--- config.mk ---
export PLATFORM = sky130hd
export DESIGN_NAME = efic_top
export DESIGN_NICKNAME = d
export VERILOG_FILES = /design/src/efic_pkg.sv /design/src/efic_top.sv
export SDC_FILE = /design/constraint.sdc
export NUM_CORES = 1
export LEC_CHECK = 0
export BUFFER_PORTS_ARGS = -buffer_cell sky130_fd_sc_hd__clkbuf_2
export CAP_MARGIN = 20
export CORE_AREA = 2 2 269 271
export DETAILED_ROUTE_END_ITERATION = 6
export DIE_AREA = 0 0 271 273
export HOLD_SLACK_MARGIN = 0.03
export PLACE_DENSITY = 0.83
export SLEW_MARGIN = 20
export SYNTH_ARGS = -nofsm -noshare
export SYNTH_HDL_FRONTEND = slang
export SYNTH_SLANG_ARGS = --single-unit
--- constraint.sdc ---
create_clock -name REF_CLK -period 3.2 [get_ports REF_CLK]
set_input_delay 0.64 -clock REF_CLK [delete_from_list [all_inputs] [get_ports REF_CLK]]
set_output_delay 0.64 -clock REF_CLK [all_outputs]
set_load 0.005 [all_outputs]
--- src/efic_pkg.sv ---
// constants for the error-flag and interrupt command block
// assumes: one clock, frames already assembled into fields by the frame receiver
package efic_pkg;

	// ==================================================
	// widths
	localparam int IRQ_CNT = 32;
	localparam int FLAG_CNT = 5;
	localparam int PC_W = 16;
	localparam int COND_W = 8;
	localparam logic [7:0] IRQ_LIMIT = 8'h20;

	// ==================================================
	// opcodes and the global interrupt number
	localparam logic [7:0] OP_ENABLE = 8'd25;
	localparam logic [7:0] OP_DISABLE = 8'd26;
	localparam logic [7:0] OP_FLAG_CLEAR = 8'd36;
	localparam logic [7:0] OP_VECTOR = 8'd37;
	localparam logic [7:0] OP_RETURN = 8'd38;
	localparam logic [7:0] IRQ_GLOBAL = 8'hFF;

	// ==================================================
	// flag-clear type codes and flag bit positions
	localparam logic [7:0] CLR_ALL = 8'h00;
	localparam logic [7:0] CLR_LAST = 8'h05;
	localparam int FLAG_TIMEOUT = 0;
	localparam int FLAG_ALARM = 1;
	localparam int FLAG_DEVIATION = 2;
	localparam int FLAG_POSITION = 3;
	localparam int FLAG_SHUTDOWN = 4;

	// ==================================================
	// reply status codes
	localparam logic [7:0] STAT_OK = 8'd100;
	localparam logic [7:0] STAT_BAD_CSUM = 8'd1;
	localparam logic [7:0] STAT_BAD_CMD = 8'd2;
	localparam logic [7:0] STAT_BAD_TYPE = 8'd3;

	// ==================================================
	// register map (byte addresses)
	localparam logic [7:0] REG_EVT_STATUS = 8'h00;
	localparam logic [7:0] REG_EVT_CLEAR = 8'h04;
	localparam logic [7:0] REG_EVT_ENABLE = 8'h08;
	localparam logic [7:0] REG_CORE_STATE = 8'h0C;
	localparam logic [7:0] REG_SRC_ENABLE = 8'h10;
	localparam logic [7:0] REG_PEND = 8'h14;

	// event bits
	localparam int EVT_W = 4;
	localparam int EVT_FLAG_RAISED = 0;
	localparam int EVT_ENTERED = 1;
	localparam int EVT_RETURNED = 2;
	localparam int EVT_REJECTED = 3;

	// core state register fields
	localparam int CORE_GLOBAL_BIT = 8;
	localparam int CORE_HANDLER_BIT = 9;

	// reset values
	localparam logic [EVT_W-1:0] EVT_RESET = 4'h0;
	localparam logic [31:0] MASK_RESET = 32'h0000_0000;

	typedef enum logic [0:0] {
		EFIC_RUN = 1'b0,
		EFIC_HANDLER = 1'b1
	} efic_state_t;

endpackage : efic_pkg

--- src/efic_top.sv ---
// error-flag clear and interrupt command execution for the program sequencer
// assumes: frame fields arrive in one cycle on CMD_*, sequencer context on SEQ_*,
// flag and interrupt source events are single-cycle pulses on REF_CLK
//
// Notes on behaviour
// - opcode 36 clears flags chosen by type
// - type 0 all, 1..5 single flags
// - opcode 25 enables the numbered interrupt
// - enable with number 255 sets global processing
// - opcode 26 disables the numbered interrupt
// - disable with number 255 clears global processing
// - opcode 37 stores value as handler address
// - redefining a vector overwrites the old address
// - opcode 38 ends handler, normal flow resumes
// - return restores accumulator, X, flags, counter
module efic_top (
	// clock and reset
	input wire logic REF_CLK,
	input wire logic ARST_N,
	// decoded instruction frame
	input wire logic CMD_VALID,
	input wire logic CMD_DIRECT,
	input wire logic [7:0] CMD_ADDR,
	input wire logic [7:0] CMD_OPCODE,
	input wire logic [7:0] CMD_TYPE,
	input wire logic [7:0] CMD_BANK,
	input wire logic [31:0] CMD_VALUE,
	input wire logic [7:0] CMD_CSUM,
	// direct-mode reply
	output logic RPL_VALID,
	output logic [7:0] RPL_STATUS,
	output logic [7:0] RPL_OPCODE,
	output logic [31:0] RPL_VALUE,
	// sequencer context
	input wire logic SEQ_BOUNDARY,
	input wire logic [31:0] SEQ_ACCU,
	input wire logic [31:0] SEQ_XREG,
	input wire logic [efic_pkg::COND_W-1:0] SEQ_COND,
	input wire logic [efic_pkg::PC_W-1:0] SEQ_PC,
	// jump into a handler
	output logic JUMP_VALID,
	output logic [efic_pkg::PC_W-1:0] JUMP_PC,
	// context restore on return
	output logic RESTORE_VALID,
	output logic [31:0] RESTORE_ACCU,
	output logic [31:0] RESTORE_XREG,
	output logic [efic_pkg::COND_W-1:0] RESTORE_COND,
	output logic [efic_pkg::PC_W-1:0] RESTORE_PC,
	// events and flags
	input wire logic [efic_pkg::FLAG_CNT-1:0] FLAG_SET,
	input wire logic [efic_pkg::IRQ_CNT-1:0] IRQ_SRC,
	output logic [efic_pkg::FLAG_CNT-1:0] ERR_FLAGS,
	output logic GLOBAL_IE,
	output logic IN_HANDLER,
	// register port
	input wire logic [7:0] REG_ADDR,
	input wire logic [31:0] REG_WDATA,
	input wire logic REG_WR,
	input wire logic REG_RD,
	output logic [31:0] REG_RDATA,
	output logic IRQ
);

	// ==================================================
	// helpers
	function automatic logic [7:0] efic_csum(input logic [7:0] a, input logic [7:0] o, input logic [7:0] t,
		input logic [7:0] b, input logic [31:0] v);
		return a + o + t + b + v[31:24] + v[23:16] + v[15:8] + v[7:0];
	endfunction : efic_csum

	function automatic logic [efic_pkg::FLAG_CNT-1:0] efic_clr_mask(input logic [7:0] t);
		logic [efic_pkg::FLAG_CNT-1:0] m;
		m = '0;
		if (t == efic_pkg::CLR_ALL)
			m = '1;
		else if (t <= efic_pkg::CLR_LAST)
			m[3'(t - 8'h01)] = 1'b1;
		return m;
	endfunction : efic_clr_mask

	// ==================================================
	// state
	efic_pkg::efic_state_t st_q, st_d;
	logic [efic_pkg::FLAG_CNT-1:0] flags_q, flags_d;
	logic gie_q, gie_d;
	logic [efic_pkg::IRQ_CNT-1:0] ien_q, ien_d;
	logic [efic_pkg::IRQ_CNT-1:0] pend_q, pend_d;
	logic [efic_pkg::IRQ_CNT-1:0] take_oh;
	logic [efic_pkg::PC_W-1:0] vec_q [efic_pkg::IRQ_CNT];
	logic vec_we;
	logic [4:0] vec_idx;
	logic [31:0] ctx_acc_q, ctx_acc_d, ctx_x_q, ctx_x_d;
	logic [efic_pkg::COND_W-1:0] ctx_cond_q, ctx_cond_d;
	logic [efic_pkg::PC_W-1:0] ctx_pc_q, ctx_pc_d;
	logic [efic_pkg::EVT_W-1:0] evt_q, evt_d, evt_en_q, evt_en_d, evt;
	logic rpl_valid_d, jump_valid_d, restore_valid_d, irq_d;
	logic [7:0] rpl_status_d;
	logic [efic_pkg::PC_W-1:0] jump_pc_d;
	logic [31:0] rdata_d;

	// decode
	logic ours, csum_ok, misplaced, bad_type, exec, take;
	logic [4:0] take_idx;

	// pending latches: a new request beats the clear of a taken one
	genvar gi;
	generate
		for (gi = 0; gi < efic_pkg::IRQ_CNT; gi++)
		begin : g_pend
			assign pend_d[gi] = IRQ_SRC[gi] | (pend_q[gi] & ~take_oh[gi]);
		end
	endgenerate

	// ==================================================
	// next state
	always_comb
	begin
		ours = (CMD_OPCODE == efic_pkg::OP_FLAG_CLEAR) || (CMD_OPCODE == efic_pkg::OP_ENABLE)
			|| (CMD_OPCODE == efic_pkg::OP_DISABLE) || (CMD_OPCODE == efic_pkg::OP_VECTOR)
			|| (CMD_OPCODE == efic_pkg::OP_RETURN);
		// stored programs carry no checksum byte, only host frames are checked
		csum_ok = !CMD_DIRECT || (CMD_CSUM == efic_csum(CMD_ADDR, CMD_OPCODE, CMD_TYPE, CMD_BANK, CMD_VALUE));
		misplaced = CMD_DIRECT && ((CMD_OPCODE == efic_pkg::OP_VECTOR) || (CMD_OPCODE == efic_pkg::OP_RETURN));
		bad_type = (CMD_OPCODE == efic_pkg::OP_FLAG_CLEAR) && (CMD_TYPE > efic_pkg::CLR_LAST);
		exec = CMD_VALID && ours && csum_ok && !misplaced && !bad_type;

		st_d = st_q;
		gie_d = gie_q;
		ien_d = ien_q;
		ctx_acc_d = ctx_acc_q;
		ctx_x_d = ctx_x_q;
		ctx_cond_d = ctx_cond_q;
		ctx_pc_d = ctx_pc_q;
		vec_we = 1'b0;
		vec_idx = CMD_TYPE[4:0];
		restore_valid_d = 1'b0;
		jump_valid_d = 1'b0;
		jump_pc_d = '0;
		take_oh = '0;
		take_idx = '0;
		evt = '0;

		// value and motor/bank fields are ignored; a raise in the same cycle beats the clear
		flags_d = (flags_q & ~((exec && CMD_OPCODE == efic_pkg::OP_FLAG_CLEAR) ? efic_clr_mask(CMD_TYPE) : '0))
			| FLAG_SET;
		if (exec)
		begin
			unique case (CMD_OPCODE)
				efic_pkg::OP_ENABLE:
				begin
					if (CMD_TYPE == efic_pkg::IRQ_GLOBAL)
						gie_d = 1'b1;
					else if (CMD_TYPE < efic_pkg::IRQ_LIMIT)
						ien_d[CMD_TYPE[4:0]] = 1'b1;
				end
				efic_pkg::OP_DISABLE:
				begin
					if (CMD_TYPE == efic_pkg::IRQ_GLOBAL)
						gie_d = 1'b0;
					else if (CMD_TYPE < efic_pkg::IRQ_LIMIT)
						ien_d[CMD_TYPE[4:0]] = 1'b0;
				end
				efic_pkg::OP_VECTOR:
					vec_we = CMD_TYPE < efic_pkg::IRQ_LIMIT;
				efic_pkg::OP_RETURN:
				begin
					// a return outside a handler has nothing to restore
					if (st_q == efic_pkg::EFIC_HANDLER)
					begin
						restore_valid_d = 1'b1;
						st_d = efic_pkg::EFIC_RUN;
						evt[efic_pkg::EVT_RETURNED] = 1'b1;
					end
				end
				default:
				begin
				end
			endcase
		end

		// lowest-numbered enabled pending source wins; no nesting, no entry while a command runs
		take = !CMD_VALID && SEQ_BOUNDARY && gie_q && (st_q == efic_pkg::EFIC_RUN) && |(pend_q & ien_q);
		for (int i = efic_pkg::IRQ_CNT - 1; i >= 0; i--)
		begin
			if (pend_q[i] && ien_q[i])
				take_idx = 5'(i);
		end
		if (take)
		begin
			take_oh[take_idx] = 1'b1;
			ctx_acc_d = SEQ_ACCU;
			ctx_x_d = SEQ_XREG;
			ctx_cond_d = SEQ_COND;
			ctx_pc_d = SEQ_PC;
			jump_valid_d = 1'b1;
			jump_pc_d = vec_q[take_idx];
			st_d = efic_pkg::EFIC_HANDLER;
			evt[efic_pkg::EVT_ENTERED] = 1'b1;
		end

		// direct-mode reply, value carries no meaning
		rpl_valid_d = CMD_VALID && CMD_DIRECT && ours;
		if (!csum_ok)
			rpl_status_d = efic_pkg::STAT_BAD_CSUM;
		else if (misplaced)
			rpl_status_d = efic_pkg::STAT_BAD_CMD;
		else if (bad_type)
			rpl_status_d = efic_pkg::STAT_BAD_TYPE;
		else
			rpl_status_d = efic_pkg::STAT_OK;

		evt[efic_pkg::EVT_FLAG_RAISED] = |(FLAG_SET & ~flags_q);
		evt[efic_pkg::EVT_REJECTED] = CMD_VALID && ours && !exec;

		// register port: event set beats a clear written in the same cycle
		evt_en_d = evt_en_q;
		if (REG_WR && REG_ADDR == efic_pkg::REG_EVT_ENABLE)
			evt_en_d = REG_WDATA[efic_pkg::EVT_W-1:0];
		evt_d = (evt_q & ~((REG_WR && REG_ADDR == efic_pkg::REG_EVT_CLEAR) ? REG_WDATA[efic_pkg::EVT_W-1:0] : '0))
			| evt;
		irq_d = |(evt_d & evt_en_d);

		rdata_d = '0;
		if (REG_RD)
		begin
			unique case (REG_ADDR)
				efic_pkg::REG_EVT_STATUS: rdata_d[efic_pkg::EVT_W-1:0] = evt_q;
				efic_pkg::REG_EVT_ENABLE: rdata_d[efic_pkg::EVT_W-1:0] = evt_en_q;
				efic_pkg::REG_CORE_STATE:
				begin
					rdata_d[efic_pkg::FLAG_CNT-1:0] = flags_q;
					rdata_d[efic_pkg::CORE_GLOBAL_BIT] = gie_q;
					rdata_d[efic_pkg::CORE_HANDLER_BIT] = (st_q == efic_pkg::EFIC_HANDLER);
				end
				efic_pkg::REG_SRC_ENABLE: rdata_d = ien_q;
				efic_pkg::REG_PEND: rdata_d = pend_q;
				default: rdata_d = '0;
			endcase
		end
	end

	// ==================================================
	// registers
	always_ff @(posedge REF_CLK or negedge ARST_N)
	begin
		if (!ARST_N)
		begin
			st_q <= efic_pkg::EFIC_RUN;
			flags_q <= '0;
			gie_q <= 1'b0;
			ien_q <= efic_pkg::MASK_RESET;
			pend_q <= efic_pkg::MASK_RESET;
			for (int i = 0; i < efic_pkg::IRQ_CNT; i++)
				vec_q[i] <= '0;
			ctx_acc_q <= '0;
			ctx_x_q <= '0;
			ctx_cond_q <= '0;
			ctx_pc_q <= '0;
			evt_q <= efic_pkg::EVT_RESET;
			evt_en_q <= efic_pkg::EVT_RESET;
			RPL_VALID <= 1'b0;
			RPL_STATUS <= '0;
			RPL_OPCODE <= '0;
			RPL_VALUE <= '0;
			JUMP_VALID <= 1'b0;
			JUMP_PC <= '0;
			RESTORE_VALID <= 1'b0;
			RESTORE_ACCU <= '0;
			RESTORE_XREG <= '0;
			RESTORE_COND <= '0;
			RESTORE_PC <= '0;
			ERR_FLAGS <= '0;
			GLOBAL_IE <= 1'b0;
			IN_HANDLER <= 1'b0;
			REG_RDATA <= '0;
			IRQ <= 1'b0;
		end
		else
		begin
			st_q <= st_d;
			flags_q <= flags_d;
			gie_q <= gie_d;
			ien_q <= ien_d;
			pend_q <= pend_d;
			if (vec_we)
				vec_q[vec_idx] <= CMD_VALUE[efic_pkg::PC_W-1:0];
			ctx_acc_q <= ctx_acc_d;
			ctx_x_q <= ctx_x_d;
			ctx_cond_q <= ctx_cond_d;
			ctx_pc_q <= ctx_pc_d;
			evt_q <= evt_d;
			evt_en_q <= evt_en_d;
			RPL_VALID <= rpl_valid_d;
			RPL_STATUS <= rpl_status_d;
			RPL_OPCODE <= CMD_OPCODE;
			RPL_VALUE <= '0;
			JUMP_VALID <= jump_valid_d;
			JUMP_PC <= jump_pc_d;
			RESTORE_VALID <= restore_valid_d;
			RESTORE_ACCU <= ctx_acc_q;
			RESTORE_XREG <= ctx_x_q;
			RESTORE_COND <= ctx_cond_q;
			RESTORE_PC <= ctx_pc_q;
			ERR_FLAGS <= flags_d;
			GLOBAL_IE <= gie_d;
			IN_HANDLER <= (st_d == efic_pkg::EFIC_HANDLER);
			REG_RDATA <= rdata_d;
			IRQ <= irq_d;
		end
	end

endmodule : efic_top

Word-level counts from Yosys, hierarchy flattened
Cells that the tools add are included.
{"block": "classes", "n_lt_le_gt_ge": 12, "reduce_logical": 74, "n_bitwise": 112, "n_addsub": 8, "eq_ne": 18, "muxes": 77}
{"cell": "$bwmux 512", "count": 1}
{"cell": "$mux 32", "count": 6}
{"cell": "$mux 5", "count": 35}
{"cell": "$bmux 16 s5", "count": 1}
{"cell": "$demux 16 s5", "count": 1}
{"cell": "$and 32x32->32", "count": 2}
{"cell": "$mux 16", "count": 4}
{"cell": "$pmux 32 s2", "count": 1}
{"cell": "$add 8x8->8", "count": 7}
{"cell": "$logic_and 1x1->1", "count": 52}
{"cell": "$pmux 22 s2", "count": 1}
{"cell": "$not 1->1", "count": 33}
{"cell": "$and 1x1->1", "count": 32}
{"cell": "$eq 8x5->1 const B", "count": 4}
{"cell": "$not 32->32", "count": 1}
{"cell": "$or 1x1->1", "count": 32}
{"cell": "$or 32x32->32", "count": 1}
{"cell": "$reduce_or 32->1", "count": 1}
{"cell": "$eq 8x6->1 const B", "count": 3}
{"cell": "$mux 7", "count": 3}
{"cell": "$pmux 4 s5", "count": 1}
{"cell": "$eq 8x4->1 const B", "count": 2}
{"cell": "$logic_not 8->1", "count": 2}
{"cell": "$mux 1", "count": 14}
{"cell": "other kinds (37)", "count": 61}
{"block": "word_totals", "elab_cells": 356, "output_inout_bits": 195, "input_bits": 244, "reg_bits": 835}

Longest topological paths before layout
Gate-level depths: netlist of run 1.
{"block": "depth", "word_depth": 41, "depth_mapped": 21, "ltp_nobuf": 20}

Least setup slack after synthesis of run 1
OpenSTA, ideal clock, no wires.
{"block": "synth_path", "kind": "input port to flip-flop", "from": "input port CMD_BANK[2]", "to": "register vec_q[10] (netlist bit)", "slack_ns": -2.146, "n_path_buf": 2, "path_stages": 19, "required_time_ns": 3.075, "t_arrival_ns": 5.221, "setup_ns": 0.125, "path_cell_list": "fa_1 inv_1 fa_1 fa_1 fa_1 inv_1 ha_1 inv_1 fa_1 xnor2_1 nor2_1 and4_1 nand4b_1 or2_1 o32ai_4 nor2b_1 buf_2 buf_2 mux2_2"}
{"block": "synth_between", "elab_chain_cells": 11}
{"element": "start, declared", "line_no": "efic_top.sv:26", "source": "input wire logic [7:0] CMD_BANK,"}
{"element": "$add 8x8->8 (5 in series)", "line_no": "efic_top.sv:68", "source": "return a + o + t + b + v[31:24] + v[23:16] + v[15:8] + v[7:0];"}
{"element": "$eq 8x8->1", "line_no": "efic_top.sv:122", "source": "csum_ok = !CMD_DIRECT || (CMD_CSUM == efic_csum(CMD_ADDR, CMD_OPCODE, CMD_TYPE, CMD_BANK, CMD_VALUE));"}
{"element": "$logic_or 1x1->1", "line_no": "efic_top.sv:122"}
{"element": "$logic_and 1x1->1 (3 in series)", "line_no": "efic_top.sv:125", "source": "exec = CMD_VALID && ours && csum_ok && !misplaced && !bad_type;"}
{"element": "$mux 1", "line_no": "efic_top.sv:146", "source": "if (exec)"}
{"element": "end signal, assigned by index", "line_no": "efic_top.sv:286", "source": "vec_q[vec_idx] <= CMD_VALUE[efic_pkg::PC_W-1:0];"}
{"element": "end, declared", "line_no": "efic_top.sv:89", "source": "logic [efic_pkg::PC_W-1:0] vec_q [efic_pkg::IRQ_CNT];"}
No other way between the ends.
A chain may end at the register's enable or synchronous reset.

Worst setup path after layout of run 1
Same ends and word-level chain as after synthesis.

==> impl_metrics.ini, run 1 <==
[place]
portBuffers = 375
place.gp.congestion = 0.932
hpwl_um = 79100

[clocking]
htreeDepth = 3
clkLatencyLatePin_ns = 0.67
cts_tree = yes
path_clk_slew_ns = 0.06
clock_path_buffers = 3
cts_root_buffer = clkbuf_16
numCtsBuffers = 88
clock-sinks = 830

[grt]
overflow = 0
grt_pass1_wl_um = 183000
antenna_found_initial = 4
grt_use_total_pct = 32.2
grt_pass1_vias = 30900
grt_max_degree = 96

[detailed_routing]
avgRoutedWirePerCell_um = 24.8
routed-via-count = 30100
ant_nets = 0
viasPerCell = 6.16
firstDrtPassIters = 6
drc = 0
drtIter0Drc = 4085
routed_wl_um = 121000

[die]
dieHeight_um = 273
dieArea_um2 = 74000
core_um2 = 71000
ios = 439
die_w_um = 271
rows = 98
start_util_pct = 52.4

[yosys]
syn_inst = 3199
async_reset_ff_share_pct = 100
ys_warn_count = 0
ys_seq_area_share_pct = 55.8
synth_area_um2 = 37200
synth_edf_count = 0
synth.distinct_cells = 73
syn_area_per_cell_um2 = 11.6
synth-seq-cells = 830
ys.flop_type = dfrtp_1

[power_and_ir_drop]
p_per_area_nw_per_um2 = 501
ir_worst_vdd_mv = 0.440
power_leakage_nw = 24.4

[cells_and_area]
area_growth_pct = 25.9
nets = 4149
drive_gt1_share_pct = 33.6
fillers = 4801
final_util_pct = 66.0

[sta]
hold_ws_ns = 0.152
hold_viol = 0
setup_viol = 582
fin_ws_ns = -1.81
rsz0062_at_grt = true
relSlewSlack_pct = 27.8
finalMaxSlewViolations = 0
tightest_slew_ns = 1.07
fmax_mhz = 200
post-route-period-util_pct = 157
fin_worst_skew_ns = 0.0378
period_needed_ns = 5.01

[setup_path]
slowest_delay_ns = 0.54
crit_type = primary input to flip-flop
critical_path_arrival_ns = 5.55
crit_top_cell = fa_1
cp.buffers_inverters = 7
critPathLaunchType = primary input
cp_cell_sequence = buf_6 -> fa_1 -> inv_2 -> fa_1 -> fa_1 -> fa_1 -> inv_2 -> ha_4 -> inv_2 -> fa_1 -> xnor2_1 -> nor2_1 -> and4_1 -> nand4b_1 -> or2_4 -> o32ai_4 -> buf_12 -> nor2b_4 -> buf_6 -> buf_12 -> mux2_4
critPathCaptureType = flip-flop
path_max_fanout = 8
crit_required_ns = 3.74
slowest_stage = fa_1
crit_family = adder cells

[run]
cap_violations = 0

[min_path]
hp-class = primary input to flip-flop

[status]
violations = setup timing
status = complete, but fails checks
flip-flops by register name, summed over array words and instances, names as in the netlist, 16 cells and up, named ones only:
name / count
REG_RDATA: 32
RESTORE_ACCU: 32
ctx_x_q: 32
RESTORE_PC: 16
pend_q: 32
ctx_acc_q: 32
ctx_pc_q: 16
JUMP_PC: 16
RESTORE_XREG: 32
vec_q: 512
per-layer routing:
layer / share of wire, % / track usage [%]
met4: 5.6 / 18.4
met5: 0.022 / 0.128
met1: 37 / 40.1
met3: 9.8 / 7.18
met2: 47 / 52.3
path summary, 6_finish.rpt:
kind	start	slack, ns	end	cells past startpoint
min in group asynchronous	ARST_N	0.62	REG_RDATA[2]$_DFF_PN0_	2
worst min register to register	ctx_pc_q[6]$_DFFE_PN0P_	0.36	RESTORE_PC[6]$_DFF_PN0_	0
worst max-delay path	CMD_BANK[2]	-1.81	vec_q[10]$_DFFE_PN0P_	21
worst min-delay path	IRQ_SRC[5]	0.15	pend_q[5]$_DFF_PN0_	2
max in group asynchronous	ARST_N	1.63	vec_q[135]$_DFFE_PN0P_	3
worst max register to register	pend_q[6]$_DFF_PN0_	-0.56	JUMP_PC[10]$_DFF_PN0_	14
cell usage in the layout (no fill, tap or decap), types with 38 or more instances in the layout:
cell,count
dfrtp_1,830
nand2_1,562
clkbuf_2,369
buf_4,319
mux2_2,239
mux2_1,202
nor2_1,144
mux2_4,118
clkbuf_16,89
nand3_1,72
buf_12,68
inv_1,60
mux2i_1,56
nand4_1,53
a21oi_1,49
a21o_1,44
a211oi_1,42
and3_1,38
cells by family after synthesis:
logic type | share of synthesized area (%)
buf+inv | 3.57
simple gates | 12.0
fa+ha+maj | 2.53
mux | 18.4
other cells | 0.0101
flops | 55.8
compound gates | 7.11
xor+xnor | 0.588
power by group:
group | total, mW | switching, mW | internal, mW
clock | 10.9 | 4.53 | 6.36
combinational | 2.09 | 1.24 | 0.848
sequential | 10.5 | 0.00863 | 10.5
worst register-to-register path: stages (launching register included):
cell and delay [ns]:
dfrtp_1 0.39, buf_4 0.15, a22o_1 0.26, o221ai_1 0.15, and2_1 0.22, a221oi_1 0.10
buf_4 0.18, a21boi_4 0.45, buf_4 0.39, nand2_1 0.11, nand3_1 0.17, nand4_1 0.20
buf_4 0.21, nor4b_1 0.53, buf_4 0.20
area by class of cell:
type                            count  area [um2]  area share (%)
Tap cell                          950        1190            2.54
Antenna cell                        2        5.00          0.0107
Timing Repair Buffer              765        5740            12.3
Clock buffer                      127        2550            5.44
Sequential cell                   830       20800            44.3
Multi-Input combinational cell   2101       15800            33.7
Inverter                           67         251           0.537
Clock inverter                     35         583            1.24
cells in the mapped netlist, types with 29 or more instances:
cell type,count,area (um2)
o22ai_1,36,225
nand4_1,53,332
a21oi_1,49,245
mux2_2,254,2860
buf_4,40,300
inv_1,66,248
o21ai_0,36,180
clkbuf_1,145,544
dfrtp_1,830,20800
a211oi_1,42,315
nor2_1,145,544
nor3_1,37,185
nand2_1,564,2120
fa_1,39,781
mux2_1,305,3430
and3_1,38,238
nand3_1,72,360
buf_2,36,180
mux2i_1,56,561
a21o_1,44,330
nand2_2,29,181
metrics by stage:
| stage | area, um2 | TNS [ns] | power, mW | worst slack, ns | std cells |
|---|---|---|---|---|---|
| 2_1_floorplan | 37400 | -1129.72 | 11.9 | -2.13 | 3233 |
| 3_3_place_gp | 43100 | -1387.81 | 12.6 | -2.57 | 4706 |
| 3_5_place_dp | 43100 | -1397.01 | 12.7 | -2.60 | 4706 |
| 4_1_cts | 46600 | -948.07 | 23.5 | -1.80 | 4874 |
| 5_1_grt | 46900 | -1051.48 | 24.2 | -1.97 | 4876 |
| 6_report | 46900 | -950.06 | 23.5 | -1.81 | 4877 |
repair_timing:
action                                 CTS  global route
endpoints found under the hold margin    3             0
setup endpoints to repair              574           582
gates resized for setup                 87            61
hold buffers                             1             0
buffers inserted                         4             1
gates cloned                             1             0
pin swaps                                1             2
Note: power is estimated with default switching activity, not from simulation.
==> run 2: changes to the inputs <==
Settings changed: SKIP_CTS_REPAIR_TIMING set to 1.
==> impl_metrics.ini, run 2 (synthesized netlist as in run 1, its figures left out) <==
[setup_path]
rrSetupSlack_ns = -0.79
crit_type = primary input to flip-flop
critical_path_arrival_ns = 5.79
crit_required_ns = 3.76
path_max_fanout = 8
critPathLaunchType = primary input
critPathCaptureType = flip-flop

[cells_and_area]
largest_reg_flops = 512
layout_common_cells = dfrtp_1 (830), nand2_1 (562), clkbuf_2 (370)
nets = 4170
area_growth_pct = 28.1
drive_gt1_share_pct = 34.6
final_area_um2 = 47700
final_util_pct = 67.2
layout.cells.non_filler = 4897
final_common_cell = dfrtp_1
top_register = vec_q

[detailed_routing]
ant_nets = 0
routed_wl_um = 133000
routed-via-count = 31400
viasPerCell = 6.40
drc = 3
drtIter0Drc = 4757
avgRoutedWirePerCell_um = 27.2
firstDrtPassIters = 7

[place]
place_area_um2 = 43100
portBuffers = 375
dpl.cell_count = 4706
place.gp.congestion = 0.932
hpwl_um = 79100

[grt]
overflow = 0
grt_pass1_wl_um = 181000
grt_max_degree = 96
grt_pass1_vias = 30600
antenna_found_initial = 8
grt_use_total_pct = 31.8

[status]
violations = DRC, hold timing, setup timing
status = complete, but fails checks

[clocking]
cts_tree = yes
clock-sinks = 830
numCtsBuffers = 88
clock_path_buffers = 3
clkLatencyLatePin_ns = 0.69
path_clk_slew_ns = 0.06
cts_root_buffer = clkbuf_16
htreeDepth = 3

[run]
cap_violations = 0

[sta]
period_needed_ns = 5.23
rsz0062_at_grt = true
finalMaxSlewViolations = 0
fin_ws_ns = -2.03
fmax_mhz = 191
tightest_slew_ns = 0.925
setup_tns_ns = -1068.35
fin_worst_skew_ns = 0.0386
relSlewSlack_pct = 37.6
post-route-period-util_pct = 163
hold_ws_ns = -0.00273
setup_viol = 582
hold_viol = 1

[min_path]
hp-class = primary input to asynchronous set/reset pin

[die]
dieArea_um2 = 74000
start_util_pct = 52.4
core_um2 = 71000
ios = 439
rows = 98
die_w_um = 271
dieHeight_um = 273

[power_and_ir_drop]
p_per_area_nw_per_um2 = 495
power_leakage_nw = 24.8
ir_worst_vdd_mv = 0.440
power_mw = 23.6
==> run 2: path summary, 6_finish.rpt <==
path                       cells after the start                    start                       to
min in group REF_CLK                           2               IRQ_SRC[5]      pend_q[5]$_DFF_PN0_
min reg2reg                                    0  ctx_pc_q[6]$_DFFE_PN0P_  RESTORE_PC[6]$_DFF_PN0_
max in group asynchronous                      2                   ARST_N   vec_q[135]$_DFFE_PN0P_
max                                           22              CMD_TYPE[2]   vec_q[440]$_DFFE_PN0P_
max reg2reg                                   11     pend_q[18]$_DFF_PN0_     JUMP_PC[0]$_DFF_PN0_
min                                            1                   ARST_N   REG_RDATA[2]$_DFF_PN0_
==> run 2: report_power, final <==
part	leakage [nW]	total [mW]	switching (mW)	internal [mW]
Clock	1.52	11.0	4.61	6.36
Combinational	11.9	2.10	1.26	0.840
Sequential	11.4	10.5	0.00866	10.5
==> run 2: critical path: stages <==
cell	delay, ns
buf_8	0.10
fa_1	0.54
inv_2	0.04
fa_1	0.55
fa_1	0.45
fa_1	0.54
inv_2	0.05
ha_4	0.15
inv_2	0.04
fa_1	0.41
xnor2_1	0.14
nor2_1	0.09
and4_1	0.19
nand4b_1	0.12
or2_4	0.29
o32ai_4	0.30
buf_6	0.15
clkbuf_16	0.15
buf_16	0.17
nand2_8	0.10
clkbuf_16	0.22
mux2_1	0.32
==> run 2: layer usage <==
metal | global-route usage (%) | part of all wire (%) | vias to the layer above
li1 | - | - | 12500
met1 | 39.8 | 35 | 15500
met2 | 51.7 | 45 | 2602
met3 | 7.13 | 12 | 771
met4 | 17.4 | 7.5 | 16
met5 | 0 | 0.12 | -
==> run 2: layout make-up <==
type,count,area (um2)
multi-input cells,2101,16100
diodes,1,2.50
inverters,67,251
repair buffers,786,6270
fillers,4566,23300
well taps,950,1190
clock buffers,127,2550
clock inverters,35,583
flip-flops and latches,830,20800
==> run 2: stage by stage <==
| step | hold slack (ns) | setup WS, ns |
|---|---|---|
| 2_1_floorplan | 0.344 | -2.13 |
| 3_3_place_gp | 0.355 | -2.57 |
| 3_5_place_dp | 0.359 | -2.60 |
| 4_1_cts | 0.0260 | -2.05 |
| 5_1_grt | 0.0379 | -2.15 |
| 6_report | -0.00273 | -2.03 |
